**src/port_c_pin_mux_consts.vh**
```
/*
 * Register offsets, reset values and mode codes for the upper port C
 * pin multiplexer. Assumes inclusion by a single design file.
 */
`ifndef PORT_C_PIN_MUX_CONSTS_VH
`define PORT_C_PIN_MUX_CONSTS_VH

`define PC_PIN_LEVEL_OFS     12'h000
`define PC_OUTPUT_LATCH_OFS  12'h004
`define PC_DIRECTION_OFS     12'h008
`define PC_SERIAL_CTRL_OFS   12'h00c

`define PC_LATCH_RST         8'h00
`define PC_DIRECTION_RST     8'hff
`define PC_SERIAL_CTRL_RST   3'h0

`define PC_SER_EN_BIT        0
`define PC_SER_SYNC_BIT      1
`define PC_SER_MASTER_BIT    2

`define PC_SHIFT_BIT         6
`define PC_DATA_BIT          7

`endif

```
**src/port_c_upper_serial_pin_mux.v**
```verilog
/*
 * Port C pin logic with the two upper pins shared with the serial
 * transceiver. APB slave for pin level, output latch, direction and
 * serial mode registers. Assumes pins arrive asynchronously to pclk and
 * that the transceiver's signals are synchronous to pclk.
 */
// The placing of the registers and the APB register port are this design's own decisions.
`timescale 1ns/1ps
`include "port_c_pin_mux_consts.vh"

module port_c_upper_serial_pin_mux #(
  parameter WIDTH = 8
) (
  input  wire             pclk,
  input  wire             presetn,
  input  wire             psel,
  input  wire             penable,
  input  wire             pwrite,
  input  wire [11:0]      paddr,
  input  wire [31:0]      pwdata,
  output reg  [31:0]      prdata,
  output wire             pready,
  output wire             pslverr,
  input  wire [WIDTH-1:0] port_c_in,
  output reg  [WIDTH-1:0] port_c_out,
  output reg  [WIDTH-1:0] port_c_oe,
  input  wire             ser_tx_data,
  input  wire             ser_clk_out,
  input  wire             ser_dt_out,
  input  wire             ser_dt_drive,
  output reg              ser_rx_data,
  output reg              ser_clk_in,
  output reg              ser_mode_en,
  output reg              ser_mode_sync,
  output reg              ser_mode_master
);

  reg  [WIDTH-1:0] sync1_r;
  reg  [WIDTH-1:0] pin_level_r;
  reg  [WIDTH-1:0] latch_r;
  reg  [WIDTH-1:0] dir_r;
  reg  [2:0]       ser_ctrl_r;
  reg              ack_r;
  reg              err_r;
  reg  [WIDTH-1:0] out_nxt;
  reg  [WIDTH-1:0] oe_nxt;
  reg  [31:0]      rdata_nxt;
  wire             ser_en;
  wire             ser_sync;
  wire             ser_master;
  wire             access;
  wire             commit;
  wire             known;

  assign ser_en     = ser_ctrl_r[`PC_SER_EN_BIT];
  assign ser_sync   = ser_ctrl_r[`PC_SER_SYNC_BIT];
  assign ser_master = ser_ctrl_r[`PC_SER_MASTER_BIT];
  // One wait state: answer one cycle into the access phase
  assign access  = psel & penable & ~ack_r;
  // Writes land at the edge that sees pready high, never earlier
  assign commit  = psel & penable & ack_r;
  assign pready  = ack_r;
  assign known   = (paddr == `PC_PIN_LEVEL_OFS) | (paddr == `PC_OUTPUT_LATCH_OFS) |
                   (paddr == `PC_DIRECTION_OFS) | (paddr == `PC_SERIAL_CTRL_OFS);
  assign pslverr = err_r;

  // Pin drive selection
  always @* begin
    out_nxt = latch_r;
    oe_nxt  = ~dir_r;
    if (ser_en && !ser_sync) begin
      out_nxt[`PC_SHIFT_BIT] = ser_tx_data;
      oe_nxt[`PC_SHIFT_BIT]  = 1'b1;
      oe_nxt[`PC_DATA_BIT]   = 1'b0;
    end else if (ser_en) begin
      if (ser_master) begin
        out_nxt[`PC_SHIFT_BIT] = ser_clk_out;
        oe_nxt[`PC_SHIFT_BIT]  = 1'b1;
      end else begin
        oe_nxt[`PC_SHIFT_BIT]  = 1'b0;
      end
      if (ser_dt_drive) begin
        out_nxt[`PC_DATA_BIT] = ser_dt_out;
        oe_nxt[`PC_DATA_BIT]  = 1'b1;
      end else begin
        // Receive relies on software leaving the direction bit at 1
        oe_nxt[`PC_DATA_BIT]  = ~dir_r[`PC_DATA_BIT];
      end
    end
  end

  always @* begin
    rdata_nxt = 32'h0000_0000;
    case (paddr)
      `PC_PIN_LEVEL_OFS:    rdata_nxt[WIDTH-1:0] = pin_level_r;
      `PC_OUTPUT_LATCH_OFS: rdata_nxt[WIDTH-1:0] = latch_r;
      `PC_DIRECTION_OFS:    rdata_nxt[WIDTH-1:0] = dir_r;
      `PC_SERIAL_CTRL_OFS:  rdata_nxt[2:0]       = ser_ctrl_r;
      default:              rdata_nxt = 32'h0000_0000;
    endcase
  end

  always @(posedge pclk or negedge presetn) begin
    if (!presetn) begin
      sync1_r         <= {WIDTH{1'b0}};
      pin_level_r     <= {WIDTH{1'b0}};
      latch_r         <= `PC_LATCH_RST;
      dir_r           <= `PC_DIRECTION_RST;
      ser_ctrl_r      <= `PC_SERIAL_CTRL_RST;
      ack_r           <= 1'b0;
      err_r           <= 1'b0;
      prdata          <= 32'h0000_0000;
      port_c_out      <= {WIDTH{1'b0}};
      port_c_oe       <= {WIDTH{1'b0}};
      ser_rx_data     <= 1'b1;
      ser_clk_in      <= 1'b0;
      ser_mode_en     <= 1'b0;
      ser_mode_sync   <= 1'b0;
      ser_mode_master <= 1'b0;
    end else begin
      sync1_r         <= port_c_in;
      pin_level_r     <= sync1_r;
      port_c_out      <= out_nxt;
      port_c_oe       <= oe_nxt;
      // Link clock sampled through both stages; transceiver finds its edges
      ser_clk_in      <= pin_level_r[`PC_SHIFT_BIT];
      ser_rx_data     <= pin_level_r[`PC_DATA_BIT];
      ser_mode_en     <= ser_en;
      ser_mode_sync   <= ser_sync;
      ser_mode_master <= ser_master;
      ack_r           <= access;
      err_r           <= access & ~known;
      if (access && !pwrite) begin
        prdata <= rdata_nxt;
      end
      if (commit && pwrite) begin
        case (paddr)
          // Writes to the pin level register land in the latch
          `PC_PIN_LEVEL_OFS:    latch_r    <= pwdata[WIDTH-1:0];
          `PC_OUTPUT_LATCH_OFS: latch_r    <= pwdata[WIDTH-1:0];
          `PC_DIRECTION_OFS:    dir_r      <= pwdata[WIDTH-1:0];
          `PC_SERIAL_CTRL_OFS:  ser_ctrl_r <= pwdata[2:0];
          default:              ser_ctrl_r <= ser_ctrl_r;
        endcase
      end
    end
  end

endmodule // port_c_upper_serial_pin_mux

```
**config.mk**
```make
export PLATFORM = sky130hd
export DESIGN_NAME = port_c_upper_serial_pin_mux
export DESIGN_NICKNAME = d
export VERILOG_FILES = /design/src/port_c_upper_serial_pin_mux.v
export VERILOG_INCLUDE_DIRS = /design/src
export SDC_FILE = /design/constraint.sdc
export NUM_CORES = 1
export LEC_CHECK = 0
export BUFFER_PORTS_ARGS = -buffer_cell sky130_fd_sc_hd__buf_4
export CAP_MARGIN = 30
export CORE_MARGIN = 10
export CORE_UTILIZATION = 47
export CTS_CLUSTER_SIZE = 16
export DETAILED_ROUTE_END_ITERATION = 7
export PLACE_DENSITY = 0.89
export SLEW_MARGIN = 20
export SYNTH_ARGS = -nofsm -noshare
export SYNTH_HDL_FRONTEND = slang
export SYNTH_SLANG_ARGS = --single-unit
```
**constraint.sdc**
```tcl
create_clock -name pclk -period 1.88 [get_ports pclk]
set_input_delay 0.376 -clock pclk [delete_from_list [all_inputs] [get_ports pclk]]
set_output_delay 0.376 -clock pclk [all_outputs]
set_load 0.02 [all_outputs]
```
==> impl_results.md <==
* Final Wtd Congestion at around 0.8
* Max stage delay on crit path at about 530 ps
* CTS H-Tree Depth at 3
* Fin crit period at roughly 1800 ps
* Mapped Cells at 184
* Root Driver: clkbuf_8
* Reg-to-reg slack, setup at 190 ps
* Routed Antenna Nets at 0
* Fin area at about 0.0034 sq mm
* Synthesized cell area at roughly 0.0026 sq mm
* Largest net degree at the start of global routing at 52
* FF+latch count, synth at 66
* Share of cells above drive strength 1 at 50.5%
* Final nets at around 330
* Vert. Die Dim at 94.7 um
* Die area at 0.00896 sq mm
* Status: finished clean
* Peak supply drop at about 450 uV
* CP Capture Type: register
* Final Hold Viols at 0
* Clock buffer depth at 2
* P_leak at approximately 1.7 nW
* Grt total ovfl at 0
* Antenna Cells at 0
* Crit path cell chain: buf_4, or4_1, buf_4, nor4_2, buf_4, mux2_2
* RSZ-0062 raised after global routing: false
* # placed instances at about 330
* DPL Wire Length at 4.63 mm
* Max Slew Vio Count at 0
* Final Instance Count excl. Fillers at 345
* Critical Path AT at about 2000 ps
* Peak Freq at between 500 and 600 MHz
* CTS tree: done
* Max-Cap Viols at 0
* Drt pass-1 iters at 5
* First-pass GRT wire length at around 9.4 mm
* Most frequent cells in the layout: 78 x buf_4, 57 x dfrtp_1, 24 x conb_1
* Setup CP Type: in -> reg
* Starting Density at between 40 and 50%
* Syn Area/Cell at roughly 14 sq um
* Switching share of power at between 20% and 30%
* TritonCTS Buffers at 9
* Hold depth at 1
* Seq/Total Area, Yosys at between 60% and 70%
* Most frequent CP cell: buf_4
* Core box area at approximately 0.0055 sq mm
* Die Span X at about 95 um
* Critical-path top delay cell: or4_1
* Clock Latency Late Sink at 340 ps
* Clock skew at between 6 and 7 ps
* Port-buffer cells at 67
* Final setup violation count at 0
* Pwr dens at 845 mW/mm^2
* Sw power at 0.704 mW
* Via density at roughly 4.9
* GRT Util Overall at between 10 and 15%
* Core Util, Final at 62.6%
* Final hold slack at 141 ps
* Critical Path Source Type: input pin
* Fin crit share at about 94%
* Most common cell after layout, fill and taps aside: buf_4
* CTS clk-pin slew, worst paths at about 70 ps
* CTS sink count at between 60 and 70
* Sequential share of power at between 50% and 60%
* WL/cell at 17.7 um
* Post-synth cell types at 35
* Number of antenna violations at the first check in global routing at 0
* Proportion of power drawn by combinational gates at around 10%
* Ports at about 120
* P_int at around 2.2 mW
* Critical Path RT at 2100 ps
* Via count at approximately 1,700
* Synth Warn # at 0
* Clock power frac at between 30% and 40%
* Vias in the first global route at between 1,500 and 2,000
* Remaining DRCs at 0
* Worst Hold Class: in -> reg
* Row count at 27
* Initial DRC count at 88
* Worst Reg2Reg Path Length in Cells at 4
* Total wire length at about 6.1 mm
* Placed cell area at roughly 0.0032 sq mm
* CP Max Fanout at 6
* P&R area growth vs syn at 30.6%
-- what timing repair did --
item | 4_1_cts | 5_1_grt
resized for setup | 0 | 0
buffers inserted | 0 | 0
hold buffers | 1 | 0
endpoints found under the setup margin | 0 | 0
endpoints found under the hold margin | 14 | 0
-- per-layer routing --
layer  GRT usage [%]  vias up  share of wire, %
met5               0        -                 0
met4            7.61        0               2.4
met3            6.19       17                10
met2            23.6       82                52
met1            14.4      818                36
li1                -      761                 -
-- power groups by stage --
stage | combinational, mW | sequential (mW) | clock, mW
final | 0.296 | 1.48 | 1.12
after global routing | 0.320 | 1.48 | 1.21
after CTS | 0.297 | 1.48 | 1.14
after detailed placement | 0.295 | 1.51 | 0
after global placement | 0.287 | 1.50 | 0
after floorplan | 0.144 | 1.53 | 0
-- metrics by stage --
step / setup TNS [ps] / setup WS [ps] / power [mW]
3_5_place_dp: -3680 / -227 / 1.80
2_1_floorplan: -2010 / -124 / 1.68
3_3_place_gp: -3010 / -194 / 1.79
5_1_grt: 0 / 83.0 / 3.01
4_1_cts: 0 / 131 / 2.92
6_report: 0 / 122 / 2.89
-- worst max-delay path, delay by kind of cell --
kind | cells | cell delay, ps
multiplexers | 1 | 340
buffers and inverters | 3 | 480
AND/OR/NAND/NOR | 2 | 800
-- path summary, 6_finish.rpt --
path / endpoint / from
setup / recovery: ser_ctrl_r[2]$_DFFE_PN0P_ / paddr[9]
hold / removal: sync1_r[7]$_DFF_PN0_ / port_c_in[7]
setup reg to reg: latch_r[2]$_DFFE_PN0P_ / pready$_DFF_PN0_
hold reg to reg: pin_level_r[4]$_DFF_PN0_ / sync1_r[4]$_DFF_PN0_
max in group asynchronous: dir_r[5]$_DFFE_PN1P_ / presetn
min in group asynchronous: prdata[2]$_DFFE_PN0P_ / presetn
-- cell families (layout without fill, tap and decap cells) --
group	after synthesis	after routing	synth area share, %
flops	66	66	63.4
buf+inv	38	104	8.97
simple gates	31	31	8.78
mux	29	29	13.5
compound gates	19	19	5.16
other cells	1	24	0.143
-- flip-flops by register name, indices dropped and copies added, names as in the netlist --
signal / count
dir_r: 8
latch_r: 8
pin_level_r: 8
port_c_oe: 8
port_c_out: 8
prdata: 8
sync1_r: 8
ser_ctrl_r: 3
pready: 1
pslverr: 1
ser_clk_in: 1
ser_mode_en: 1
ser_mode_master: 1
ser_mode_sync: 1
ser_rx_data: 1
-- final cells by class --
type,count,area [sq um]
clock buffer,10,128
multi-input combinational,103,825
tap,72,90.1
timing repair buffer,81,636
clock inverter,6,57.6
inverter,7,26.3
fill,429,2050
sequential,66,1660
-- cell usage after synthesis, drive strengths merged --
master | number | area share [%]
a22o | 3 | 1.0
a2111o | 1 | 0.43
dfstp | 9 | 9.0
mux2 | 21 | 9.0
dfrtp | 57 | 54
nand3b | 1 | 0.29
nor2 | 6 | 0.86
conb | 1 | 0.14
nand4bb | 1 | 0.43
inv | 7 | 1.0
or4b | 1 | 0.38
buf | 26 | 7.2
clkbuf | 5 | 0.81
o21ai | 1 | 0.19
mux2i | 5 | 1.9
nor4 | 4 | 2.3
or4bb | 1 | 0.43
nand4 | 1 | 0.24
or3 | 1 | 0.24
or2 | 6 | 1.4
o31a | 1 | 0.33
nand2 | 2 | 0.29
nand2b | 1 | 0.24
a221oi | 5 | 1.7
nor4bb | 1 | 0.38
a21oi | 8 | 1.5
mux4 | 3 | 2.6
or4 | 2 | 0.57
nor2b | 2 | 0.48
nand3 | 1 | 0.19
(Power assumes the default switching activity.)
